--- src/cprd_pkg.sv ---
/*
 * Constants for the call-progress transmit gain and ring-delay register bank:
 * register offsets, field positions, reset values and timing counts.
 * Assumes a single 20 MHz clock and a byte-wide register port.
 */
package cprd_pkg;
   // Register offsets as printed, byte-wide port
   localparam logic [7:0] OFS_TX_GAIN = 8'h15;
   localparam logic [7:0] OFS_RING_A = 8'h16;
   localparam logic [7:0] OFS_RING_B = 8'h17;
   // Field positions
   localparam int RDLY_LO_MSB = 7;
   localparam int RDLY_LO_LSB = 6;
   localparam int RMAX_MSB = 5;
   localparam int RMAX_LSB = 0;
   localparam int RDLY_HI_BIT = 7;
   // Reset values; unity gain so the monitor starts transparent
   localparam logic [7:0] RST_TX_GAIN = 8'h40;
   localparam logic [1:0] RST_RDLY_LO = 2'h0;
   localparam logic [5:0] RST_RMAX = 6'h00;
   localparam logic RST_RDLY_HI = 1'b0;
   localparam logic [7:0] GAIN_MUTE = 8'h00;
   localparam logic [7:0] GAIN_UNITY = 8'h40;
   // Gain word is a fixed-point ratio over 64
   localparam int GAIN_SHIFT = 6;
   // Timing
   localparam int CLK_PERIOD_NS = 50;
   localparam int MS_NS = 1000000;
   localparam int MS_CYCLES = MS_NS / CLK_PERIOD_NS;
   localparam int DELAY_STEP_MS = 256;
   localparam int DELAY_MS_W = 11;
endpackage : cprd_pkg

--- src/cprd_tx_scale.sv ---
/*
 * Transmit-path gain stage for the call-progress monitor output.
 * Assumes samples are two's complement and arrive with a one-cycle valid.
 */
`timescale 1ns/1ps
module cprd_tx_scale
   import cprd_pkg::*;
#(
   parameter int W = 16
) (
   input wire logic clk_i,
   input wire logic rst_n_i,
   input wire logic [W-1:0] sample_i,
   input wire logic valid_i,
   input wire logic [7:0] gain_i,
   output logic [W-1:0] sample_o,
   output logic valid_o
);
   localparam logic signed [W+8:0] SAT_MAX = (W+9)'((2 ** (W-1)) - 1);
   localparam logic signed [W+8:0] SAT_MIN = -(W+9)'(2 ** (W-1));

   logic signed [W+8:0] prod;
   logic signed [W+8:0] shifted;
   logic [W-1:0] sample_r, sample_nxt;
   logic valid_r, valid_nxt;

   // Multiply, shift by six, then clamp so +12 dB cannot wrap
   always_comb begin
      // Operands widened first so the product is never cut to the sample width
      prod = $signed({{9{sample_i[W-1]}}, sample_i}) * $signed({{(W+1){1'b0}}, gain_i});
      shifted = prod >>> GAIN_SHIFT;
      valid_nxt = valid_i;
      sample_nxt = sample_r;
      if (valid_i) begin
         if (gain_i == GAIN_MUTE) begin
            sample_nxt = '0;
         end else if (shifted > SAT_MAX) begin
            sample_nxt = W'(SAT_MAX);
         end else if (shifted < SAT_MIN) begin
            sample_nxt = W'(SAT_MIN);
         end else begin
            sample_nxt = W'(shifted);
         end
      end
   end

   // Output register; last sample holds between strobes
   always_ff @(posedge clk_i or negedge rst_n_i) begin
      if (!rst_n_i) begin
         sample_r <= '0;
         valid_r <= 1'b0;
      end else begin
         sample_r <= sample_nxt;
         valid_r <= valid_nxt;
      end
   end

   assign sample_o = sample_r;
   assign valid_o = valid_r;
endmodule : cprd_tx_scale

--- src/cprd_top.sv ---
/*
 * Call-progress transmit gain and ring-delay register bank with the
 * transmit monitor scaler and the ring indication delay timer.
 * Assumes a byte-wide register port with one-cycle strobes and all inputs
 * synchronous to the 20 MHz clock.
 */
`timescale 1ns/1ps
module cprd_top
   import cprd_pkg::*;
#(
   parameter int SAMPLE_W = 16,
   parameter int MS_CYC = MS_CYCLES
) (
   input wire logic clk_i,
   input wire logic rst_n_i,
   input wire logic [7:0] addr_i,
   input wire logic [7:0] wr_data_i,
   input wire logic wr_i,
   input wire logic rd_i,
   output logic [7:0] rd_data_o,
   input wire logic [SAMPLE_W-1:0] tx_sample_i,
   input wire logic tx_sample_valid_i,
   output logic [SAMPLE_W-1:0] call_progress_monitor_out_o,
   output logic call_progress_monitor_valid_o,
   input wire logic ring_validated_i,
   output logic ring_indicate_o,
   output logic [5:0] ring_period_max_o
);
   localparam int PRE_W = $clog2(MS_CYC + 1);

   logic [7:0] monitor_tx_gain_r, monitor_tx_gain_nxt;
   logic [1:0] ring_indicate_delay_r, ring_indicate_delay_nxt;
   logic [5:0] ring_period_max_r, ring_period_max_nxt;
   logic ring_indicate_delay_msb_r, ring_indicate_delay_msb_nxt;
   logic [7:0] rd_data_r, rd_data_nxt;
   logic [2:0] delay_code;
   logic [DELAY_MS_W-1:0] delay_target;

   // Register writes; fields of the second ring register other than bit 7 are not held here
   always_comb begin
      monitor_tx_gain_nxt = monitor_tx_gain_r;
      ring_indicate_delay_nxt = ring_indicate_delay_r;
      ring_period_max_nxt = ring_period_max_r;
      ring_indicate_delay_msb_nxt = ring_indicate_delay_msb_r;
      if (wr_i) begin
         unique case (addr_i)
            OFS_TX_GAIN: begin
               monitor_tx_gain_nxt = wr_data_i;
            end
            OFS_RING_A: begin
               ring_indicate_delay_nxt = wr_data_i[RDLY_LO_MSB:RDLY_LO_LSB];
               ring_period_max_nxt = wr_data_i[RMAX_MSB:RMAX_LSB];
            end
            OFS_RING_B: begin
               ring_indicate_delay_msb_nxt = wr_data_i[RDLY_HI_BIT];
            end
            default: begin
            end
         endcase
      end
   end

   // Read mux; unmapped offsets and unheld bits read zero
   always_comb begin
      rd_data_nxt = 8'h00;
      if (rd_i) begin
         unique case (addr_i)
            OFS_TX_GAIN: begin
               rd_data_nxt = monitor_tx_gain_r;
            end
            OFS_RING_A: begin
               rd_data_nxt = {ring_indicate_delay_r, ring_period_max_r};
            end
            OFS_RING_B: begin
               rd_data_nxt = {ring_indicate_delay_msb_r, 7'h00};
            end
            default: begin
               rd_data_nxt = 8'h00;
            end
         endcase
      end
   end

   always_ff @(posedge clk_i or negedge rst_n_i) begin
      if (!rst_n_i) begin
         monitor_tx_gain_r <= RST_TX_GAIN;
         ring_indicate_delay_r <= RST_RDLY_LO;
         ring_period_max_r <= RST_RMAX;
         ring_indicate_delay_msb_r <= RST_RDLY_HI;
         rd_data_r <= 8'h00;
      end else begin
         monitor_tx_gain_r <= monitor_tx_gain_nxt;
         ring_indicate_delay_r <= ring_indicate_delay_nxt;
         ring_period_max_r <= ring_period_max_nxt;
         ring_indicate_delay_msb_r <= ring_indicate_delay_msb_nxt;
         rd_data_r <= rd_data_nxt;
      end
   end

   assign rd_data_o = rd_data_r;
   // Period limit is only held; qualification logic lives elsewhere
   assign ring_period_max_o = ring_period_max_r;

   // Transmit monitor path
   cprd_tx_scale #(
      .W(SAMPLE_W)
   ) u_tx_scale (
      .clk_i(clk_i),
      .rst_n_i(rst_n_i),
      .sample_i(tx_sample_i),
      .valid_i(tx_sample_valid_i),
      .gain_i(monitor_tx_gain_r),
      .sample_o(call_progress_monitor_out_o),
      .valid_o(call_progress_monitor_valid_o)
   );

   // Delay code from both registers, 256 ms per step
   assign delay_code = {ring_indicate_delay_msb_r, ring_indicate_delay_r};
   assign delay_target = DELAY_MS_W'(delay_code) * DELAY_MS_W'(DELAY_STEP_MS);

   logic [PRE_W-1:0] pre_r, pre_nxt;
   logic ms_tick;
   logic [DELAY_MS_W-1:0] ms_cnt_r, ms_cnt_nxt;
   logic ring_ind_r, ring_ind_nxt;

   // Millisecond enable; restarts with each validated ring so the delay is not short by up to 1 ms
   always_comb begin
      ms_tick = 1'b0;
      pre_nxt = '0;
      if (ring_validated_i) begin
         if (pre_r == PRE_W'(MS_CYC - 1)) begin
            ms_tick = 1'b1;
         end else begin
            pre_nxt = pre_r + PRE_W'(1);
         end
      end
   end

   // Delay count; saturates at the target so a long ring cannot wrap
   always_comb begin
      ms_cnt_nxt = ms_cnt_r;
      ring_ind_nxt = 1'b0;
      if (!ring_validated_i) begin
         ms_cnt_nxt = '0;
      end else begin
         if (ms_tick && ms_cnt_r < delay_target) begin
            ms_cnt_nxt = ms_cnt_r + DELAY_MS_W'(1);
         end
         ring_ind_nxt = (ms_cnt_r >= delay_target);
      end
   end

   always_ff @(posedge clk_i or negedge rst_n_i) begin
      if (!rst_n_i) begin
         pre_r <= '0;
         ms_cnt_r <= '0;
         ring_ind_r <= 1'b0;
      end else begin
         pre_r <= pre_nxt;
         ms_cnt_r <= ms_cnt_nxt;
         ring_ind_r <= ring_ind_nxt;
      end
   end

   assign ring_indicate_o = ring_ind_r;

   // Checks
   logic signed [SAMPLE_W+8:0] exp_prod;
   logic signed [SAMPLE_W+8:0] exp_shift;
   logic fits;
   always_comb begin
      exp_prod = $signed({{9{tx_sample_i[SAMPLE_W-1]}}, tx_sample_i})
         * $signed({{(SAMPLE_W+1){1'b0}}, monitor_tx_gain_r});
      exp_shift = exp_prod >>> GAIN_SHIFT;
      fits = (exp_shift == (SAMPLE_W+9)'($signed(tx_sample_i) >>> 0) * 0 + exp_shift)
         && (exp_shift <= (SAMPLE_W+9)'((2 ** (SAMPLE_W-1)) - 1))
         && (exp_shift >= -(SAMPLE_W+9)'(2 ** (SAMPLE_W-1)));
   end
endmodule : cprd_top

--- config.mk ---
export PLATFORM = sky130hd
export DESIGN_NAME = cprd_top
export DESIGN_NICKNAME = d
export VERILOG_FILES = /design/src/cprd_pkg.sv /design/src/cprd_tx_scale.sv /design/src/cprd_top.sv
export SDC_FILE = /design/constraint.sdc
export NUM_CORES = 1
export LEC_CHECK = 0
export BUFFER_PORTS_ARGS = -buffer_cell sky130_fd_sc_hd__buf_2
export CELL_PAD_IN_SITES_DETAIL_PLACEMENT = 0
export CELL_PAD_IN_SITES_GLOBAL_PLACEMENT = 1
export CORE_UTILIZATION = 53
export CTS_BUF_LIST = sky130_fd_sc_hd__clkbuf_4
export DETAILED_ROUTE_END_ITERATION = 7
export PLACE_DENSITY_LB_ADDON = 0.1
export SETUP_SLACK_MARGIN = 0.05
export SLEW_MARGIN = 40
export SYNTH_ARGS = -nofsm -noshare
export SYNTH_HDL_FRONTEND = slang
export SYNTH_HIERARCHICAL = 1
export SYNTH_SLANG_ARGS = --single-unit
--- constraint.sdc ---
create_clock -name clk_i -period 13.3 [get_ports clk_i]
set_clock_uncertainty 0.2 [all_clocks]
set_input_delay 2.66 -clock clk_i [delete_from_list [all_inputs] [get_ports clk_i]]
set_output_delay 2.66 -clock clk_i [all_outputs]
set_load 0.1 [all_outputs]
Word-level counts from Yosys, hierarchy flattened
Index checks and enable logic that the tools add are counted.
Widths: inputs -> output; s select.
{ "classes": {"n_eq_ne": 5, "n_mul": 1, "mux": 12, "n_addsub": 2, "n_lt_le_gt_ge": 4, "n_reduce_logical": 5} }
{ "op_table": {"columns": ["op", "count"], "rows": [
  ["$mux 16", 3],
  ["$mux 15", 2],
  ["$mul 16x9->25", 1],
  ["$eq 8x5->1 const B", 3],
  ["$pmux 8 s3", 1],
  ["$mux 11", 2],
  ["$gt 19x16->1 const B", 1],
  ["$lt 19x16->1 const B", 1],
  ["$add 15x1->15 const B", 1],
  ["$eq 15x15->1 const B", 1],
  ["$add 11x1->11 const B", 1],
  ["$ge 11x11->1", 1],
  ["$lt 11x11->1", 1],
  ["$logic_not 8->1", 1],
  ["$mux 8", 1],
  ["$reduce_and 2->1", 3],
  ["$mux 1", 3],
  ["$ne 2x1->1 const B", 1],
  ["$logic_and 1x1->1", 1]
]} }
{ "totals": {"ff_bits": 69, "out_inout_bits": 32} }

Logic depth before layout (Yosys ltp)
Gate-level depths: netlist of run 1.
{ "depth": {"ltp_word": 6, "depth_mapped": 21, "ltp_nobuf": 18} }

By module
The synthesis of run 1 kept the hierarchy.
{ "by_module_without_submodules": {"columns": ["mod", "area_each_um2", "cells_per_inst", "instances", "seq_area_each_um2"], "rows": [
  ["cprd_tx_scale", 5411.4, 584, 1, 425.4],
  ["cprd_top", 2449.8, 221, 1, 1302.5]
]} }

Worst setup path before layout of run 1
No wires, ideal clock.
{ "synth_path": {"path_type": "input to register", "from": "in tx_sample_i[15]", "to": "reg u_tx_scale.sample_r[10] (netlist: u_tx_scale/sample_o[10])", "arrival_time_ps": 7099, "required_time_ps": 12952, "setup_ps": 148, "path_stages": 18, "path_slack_ps": 5853, "n_path_buf": 1, "cell_sequence": "nand2_1 > fa_1 > inv_1 > fa_1 > fa_1 > inv_1 > fa_1 > inv_1 > ha_1 > a211oi_1 > o21ai_0 > a21o_1 > a211o_1 > o211ai_2 > a21oi_2 > o311ai_4 > buf_8 > o311ai_2"} }
{ "synth_between": {"elab_chain_len": 5} }
{ "synth_lines": {"columns": ["item", "line_no", "source"], "rows": [
  ["start, declared", "cprd_top.sv:21", "input wire logic [SAMPLE_W-1:0] tx_sample_i,"],
  ["$mul 16x9->25 (*)", null, null],
  ["$lt 19x16->1", "cprd_tx_scale.sv:39", "end else if (shifted < SAT_MIN) begin"],
  ["$mux 16", "cprd_tx_scale.sv:39", null],
  ["$mux 16 (*)", "cprd_tx_scale.sv:37", "end else if (shifted > SAT_MAX) begin"],
  ["$mux 16 (*)", "cprd_tx_scale.sv:35", "if (gain_i == GAIN_MUTE) begin"],
  ["end signal, assigned", "cprd_tx_scale.sv:53", "sample_r <= sample_nxt;"],
  ["end, declared", "cprd_tx_scale.sv:24", "logic [W-1:0] sample_r, sample_nxt;"]
]} }
Every way passes the cells marked *; elsewhere a longest branch is shown, timed or not.
A chain may end at the register's enable or synchronous reset.

Worst setup path in the final report of run 1
{ "layout_path": {"from": "in tx_sample_i[15]", "to": "reg u_tx_scale.sample_r[2] (netlist: u_tx_scale/sample_o[2])"} }
Same word-level chain as after synthesis.

==> results of run 1 <==
worst max-delay path, stage by stage:
cell and delay [ns]:
buf_2 0.14, nand2_1 0.09, fa_1 0.73, inv_1 0.13
fa_1 0.50, fa_1 0.50, inv_1 0.06, fa_1 0.52
inv_1 0.04, ha_1 0.37, a211oi_1 0.26, o21ai_0 0.16
a21o_1 0.24, a211o_1 0.29, o211ai_2 0.08, a21oi_2 0.11
o311ai_4 0.52, buf_4 0.29, o311ai_0 0.15
layout make-up:
cell class | instances | area share
antenna | 1 | 0.000295
clock buffer | 9 | 0.00797
clock inverter | 7 | 0.00576
inverter | 147 | 0.0651
multi-input combinational | 566 | 0.645
sequential | 69 | 0.204
tap | 184 | 0.0272
timing repair buffer | 73 | 0.0447
per-stage QoR:
stage               power [mW]  instances
floorplan                0.521        805
global placement         0.587       1038
detailed placement       0.595       1039
CTS                      0.711       1055
global route             0.750       1055
finish                   0.703       1056
layer usage:
layer	global-route usage	part of all wire
met1	0.303	0.44
met2	0.440	0.52
met3	0.0183	0.027
met4	0.0640	0.013
met5	0	0
logic make-up after synthesis:
group,Yosys count
buffers and inverters,170
AOI/OAI and AO/OA,102
muxes,19
adders and majority gates,153
and+or+nand+nor,259
DFF,69
xor gates and xnor gates,33
where the power goes:
group	total [mW]	internal (mW)	leakage, nW	switching, mW
combinational	0.340	0.0905	3.31	0.250
sequential	0.247	0.229	0.942	0.0188
clock	0.115	0.0387	0.0580	0.0763
sequential cells by signal (all words and copies together) (netlist names):
signal and count:
u_tx_scale/sample_o 16, pre_r 15, ms_cnt_r 11, monitor_tx_gain_r 8, rd_data_o 8, ring_period_max_o 6, ring_indicate_delay_r 2, ring_indicate_delay_msb_r 1
ring_indicate_o 1, u_tx_scale/valid_o 1
worst paths after layout:
path,slack [ns],cells after the start,to
max in group asynchronous,10.33,2,ms_cnt_r[5]
setup reg to reg,6.95,18,u_tx_scale/sample_o[2]
hold / removal,0.30,1,pre_r[0]
setup / recovery,5.50,19,u_tx_scale/sample_o[2]
min in group asynchronous,2.11,2,monitor_tx_gain_r[5]
hold reg to reg,0.30,1,pre_r[0]
cell usage in the layout (no fill, tap or decap), drive strengths merged, types with 13 or more instances in the layout:
| cell type | instances |
|---|---|
| a21oi | 34 |
| ha | 52 |
| xnor2 | 16 |
| nand2 | 78 |
| inv | 149 |
| xor2 | 17 |
| buf | 73 |
| dfrtp | 68 |
| and2 | 74 |
| nand2b | 16 |
| fa | 101 |
| o311ai | 16 |
| nor2 | 27 |
| nand4 | 13 |
| mux2 | 18 |
| nand3 | 17 |
==> metrics, run 1 <==
synthesized instance count=roughly 810; CP required=13.35 ns; via count=between 5000 and 6000; CTS buffer count=9; WP data arrival=7.85 ns; final-report hold violation count=0; maxcap violations=0; leak pwr=4.31 nW; mux share of post-synthesis cell area=0.0271; overflow left after global routing=0; PwrDens=82.9 nW/um^2; Simple-Gate Fraction of Synth Area=0.179; drt wl/cell=approximately 16 um; post-cts resize count=0; total routed wirelength=16700 um; Yosys warnings=6; Layout fillers=1315; run status=finished, final reports clean; share of layout cells above drive strength 1=0.153; I/O pins=70; number of enable flip-flop cells after synthesis=0; max frequency=~130 MHz; height of the die=124 um; Setup crit start=tx_sample_i[15]; Initial DRT Pass Iterations=4; post-CTS setup buffer count=0; Pins Over Slew Limit=0; I/O Buffers=69; RSZ-0062 raised after global routing=false; Synth Cell Area=between 7000 and 8000 sq um; crit path time final=7.80 ns; critical path class=primary input to flop; top_reg_cell synth=dfrtp_1; most frequent cell after synthesis=inv_1; xor/xnor share of the synthesized area=0.0401; Post-synth top cells=inv_1, fa_1, nand2_1; final net count=1057; Yosys top cell area share=0.257; Die Wd=around 120 um; sequential fraction of the synthesis area=0.220; initial DRC count=241; CTS tree=built; setup ws final=5.50 ns; Final HPWL DP=13400 um; Adder-Cell Fraction of Synth Area=0.340; syn_area_per_cell=9.77 sq um; hold_ws=0.303 ns; Layout Utilization=0.585; largest family of logic cells by synthesized area=adder cells; area occupied by multi-input gates=5470 sq um; H-Tree Level Count=3; Synth Area in Compound Gates=0.109; CP max FO=9; Clock Latency Late Sink=0.41 ns; HP Class=flop to flop; Final setup viols=0; actual slew at the worst max-slew pin=0.807 ns; R2R Path Start=monitor_tx_gain_r[2]; CP Launch Type=primary input; Setup crit end kind=flop; ranking of synthesized cells by area=fa_1, dfrtp_1, ha_1, inv_1, and2_1; first-pass GRT wire length=28800 um; total core area=14500 sq um; antenna violations before repair=0; clk sink count=69; clock buffer depth=2; Initial Util=0.543; Clock Tree Root=clkbuf_4; Remaining DRCs=0; asr flop ratio synth=1.00; Via density=around 5.4; worst slack, placed=5.04 ns; period utilization=0.586; area grow syn2layout=7.78%; Reg clk slew, reported paths=0.13 ns; top cell type by total area after synthesis=fa_1; Tot GR Track Use=0.240; row count=44; Storage cell area=roughly 1700 sq um; Worst slew margin=0.461; setup TNS=0 ns; HP Start=pre_r[0]; Max VDD drop=91.9 uV; Design Area, Final=between 8000 and 9000 sq um; Yosys reg bits=69; routability cong.=about 0.85; largest net degree at the start of global routing=70; Post-Syn Nets=996; Die Area=~15000 sq um; Routed Antenna Nets=0; dpl cell area=8350 sq um; vias in the first global route=6147; Post-CTS Hold Buffers=0; number of distinct library cells after synthesis=64
Power figures use the tool's default switching activity.
==> inputs of run 2 (changes only) <==
--- a/config.mk
+++ b/config.mk
@@ -8,7 +8,7 @@
 export BUFFER_PORTS_ARGS = -buffer_cell sky130_fd_sc_hd__buf_2
 export CELL_PAD_IN_SITES_DETAIL_PLACEMENT = 0
 export CELL_PAD_IN_SITES_GLOBAL_PLACEMENT = 1
-export CORE_UTILIZATION = 53
+export CORE_UTILIZATION = 49
 export CTS_BUF_LIST = sky130_fd_sc_hd__clkbuf_4
 export DETAILED_ROUTE_END_ITERATION = 7
 export PLACE_DENSITY_LB_ADDON = 0.1
==> constraint.sdc (replaced) <==
create_clock -name clk_i -period 7.3 [get_ports clk_i]
set_clock_uncertainty 0.2 [all_clocks]
set_input_delay 1.46 -clock clk_i [delete_from_list [all_inputs] [get_ports clk_i]]
set_output_delay 1.46 -clock clk_i [all_outputs]
set_load 0.1 [all_outputs]
==> run 2 against run 1 <==
Compared with the run above: critical path depth shrank 1; sequential cell count unchanged; register-to-register slack worse by 6.0 ns; worst hold slack got worse by 0.010 ns; core utilization fell by 3.2 points; cell count up 2.4%; sequential power increased by 86%; die area is 8.0% higher; sequential share of layout area decreased by 0.16 points; non-clock buffer count shrank 1; worst setup slack got worse by 4.7 ns; largest power group unchanged; highest routed layer unchanged.
==> metrics, run 2 (synthesized netlist as in run 1, its figures left out) <==
period utilization=0.885; Clock Tree Root=clkbuf_4 (unchanged); part of the power in registers=0.342 (was 0.352); Worst slew margin=0.454 (was 0.461); Clock Latency Late Sink=0.42 ns (was 0.41 ns); most common cell after layout, fill and taps aside=inv_1 (unchanged); Initial DRT Pass Iterations=4 (unchanged); Reg clk slew, reported paths=0.11 ns (was 0.13 ns); setup TNS=0 ns (unchanged); Final setup viols=0 (unchanged); row count=45 (was 44); routability cong.=0.825 (was 0.855); I/O Buffers=69 (unchanged); total core area=15400 sq um (was 14500 sq um); actual slew at the worst max-slew pin=0.817 ns (was 0.807 ns); antenna violations before repair=0 (unchanged); WL met3=591 um (was 456 um); Via density=5.27 (was 5.42); clk sink count=69 (unchanged); post-CTS setup buffer count=0 (unchanged); initial DRC count=298 (was 241); Die Area=16600 sq um (was 15300 sq um); via count=5700 (was 5719); CP max FO=15 (was 9); clock buffer depth=2 (unchanged); switching portion of total power=0.466 (was 0.491); total routed wirelength=17200 um (was 16700 um); Tot GR Track Use=0.221 (was 0.240); Die Wd=129 um (was 124 um); post-cts resize count=0 (unchanged); drt wl/cell=15.9 um (was 15.8 um); I/O pins=70 (unchanged); most frequent cells in the layout=inv_1, fa_1, nand2_1 (unchanged); Pins Over Slew Limit=0 (unchanged); first-pass GRT wire length=28700 um (was 28800 um); run status=finished, final reports clean (unchanged); largest net degree at the start of global routing=70 (unchanged); CP Launch Type=primary input (unchanged); Post-CTS Hold Buffers=0 (unchanged); critical path class=primary input to flop (unchanged); Post-Layout Cell Count=1081 (was 1056); Initial Util=0.510 (was 0.543); Met2 Wirelength=8590 um (was 8670 um); overflow left after global routing=0 (unchanged); share of layout cells above drive strength 1=0.152 (was 0.153); WP data arrival=6.52 ns (was 7.85 ns); max layer used=met4 (unchanged); PwrDens=157 nW/um^2 (was 82.9 nW/um^2); Inst Count DP=1065 (was 1039); Remaining DRCs=0 (unchanged); max reg flops=16 (unchanged); Routed Antenna Nets=0 (unchanged); RSZ-0062 raised after global routing=false (unchanged); R2R setup slack=0.98 ns (was 6.95 ns); internal power=0.717 mW (was 0.358 mW); leak pwr=4.32 nW (was 4.31 nW); Setup crit end kind=flop (unchanged); Max VDD drop=116 uV (was 91.9 uV); final net count=1056 (was 1057); maxcap violations=0 (unchanged); HP Class=flop to flop (unchanged); area grow syn2layout=8.63% (was 7.78%); crit path time final=6.46 ns; met1 WL=7810 um (was 7380 um); combinational power share=0.456 (was 0.484); Clk pwr share=0.202 (was 0.164); Layout fillers=1462 (was 1315); CTS tree=built (unchanged); vias in the first global route=5907 (was 6147); CTS buffer count=9 (unchanged); max frequency=155 MHz; height of the die=129 um (was 124 um); H-Tree Level Count=3 (unchanged); final-report hold violation count=0 (unchanged); P_sw=0.626 mW (was 0.345 mW); Final HPWL DP=13400 um (about the same); CP required=7.36 ns (was 13.35 ns)
## run 2: power by group through the flow
stage	combinational (mW)	sequential, mW	clock (mW)
2_1_floorplan	0.282	0.667	0
3_5_place_dp	0.617	0.465	0
4_1_cts	0.618	0.460	0.279
3_3_place_gp	0.607	0.466	0
6_report	0.612	0.460	0.271
5_1_grt	0.664	0.464	0.295
## run 2: per-stage QoR
| stage | util | cell area [sq um] | total power, mW | setup slack (ns) | hold WS, ns |
|---|---|---|---|---|---|
| 2_1_floorplan | - | 7860 | 0.949 | 1.05 | 0.248 |
| 4_1_cts | 0.553 | 8530 | 1.36 | 0.833 | 0.304 |
| 3_5_place_dp | 0.543 | 8380 | 1.08 | 0.381 | 0.292 |
| 3_3_place_gp | 0.543 | 8380 | 1.07 | 0.532 | 0.276 |
| 5_1_grt | 0.553 | 8540 | 1.42 | 0.466 | 0.317 |
| 6_report | 0.554 | 8540 | 1.34 | 0.841 | 0.292 |
## run 2: final cells by class
cell class,instances,area (sq um),share of cell area
Multi-Input combinational cell,566,5470,0.640
Sequential cell,69,1730,0.202
Inverter,147,552,0.0646
Timing Repair Buffer,72,372,0.0435
Tap cell,211,264,0.0309
Clock inverter,6,88.8,0.0104
Clock buffer,9,67.6,0.00791
Antenna cell,1,2.50,0.000293
## run 2: worst paths after layout
| kind | cells past startpoint | start | endpoint |
|---|---|---|---|
| setup / recovery | 18 | tx_sample_i[15] | u_tx_scale/sample_o[1] |
| hold / removal | 1 | pre_r[0] | pre_r[0] |
| setup reg to reg | 17 | monitor_tx_gain_r[1] | u_tx_scale/sample_o[1] |
| hold reg to reg | 1 | pre_r[0] | pre_r[0] |
| max in group asynchronous | 2 | rst_n_i | pre_r[13] |
| min in group asynchronous | 2 | rst_n_i | ring_period_max_o[4] |
## run 2: metal layers
| layer | track usage | vias up |
|---|---|---|
| met5 | 0 | - |
| met4 | 0.0478 | 0 |
| met1 | 0.288 | 2848 |
| met2 | 0.397 | 105 |
| met3 | 0.0220 | 13 |
| li1 | - | 2734 |
## run 2: critical path, stage by stage
cell       delay, ns
buf_2           0.14
nand2_1         0.13
fa_1            0.71
inv_1           0.14
fa_1            0.51
fa_1            0.49
inv_1           0.05
fa_1            0.53
inv_1           0.04
ha_1            0.36
a211oi_1        0.23
o21ai_0         0.13
a21o_1          0.23
nand3_1         0.13
o2111ai_2       0.20
xnor2_4         0.20
a31oi_4         0.55
o311ai_0        0.26
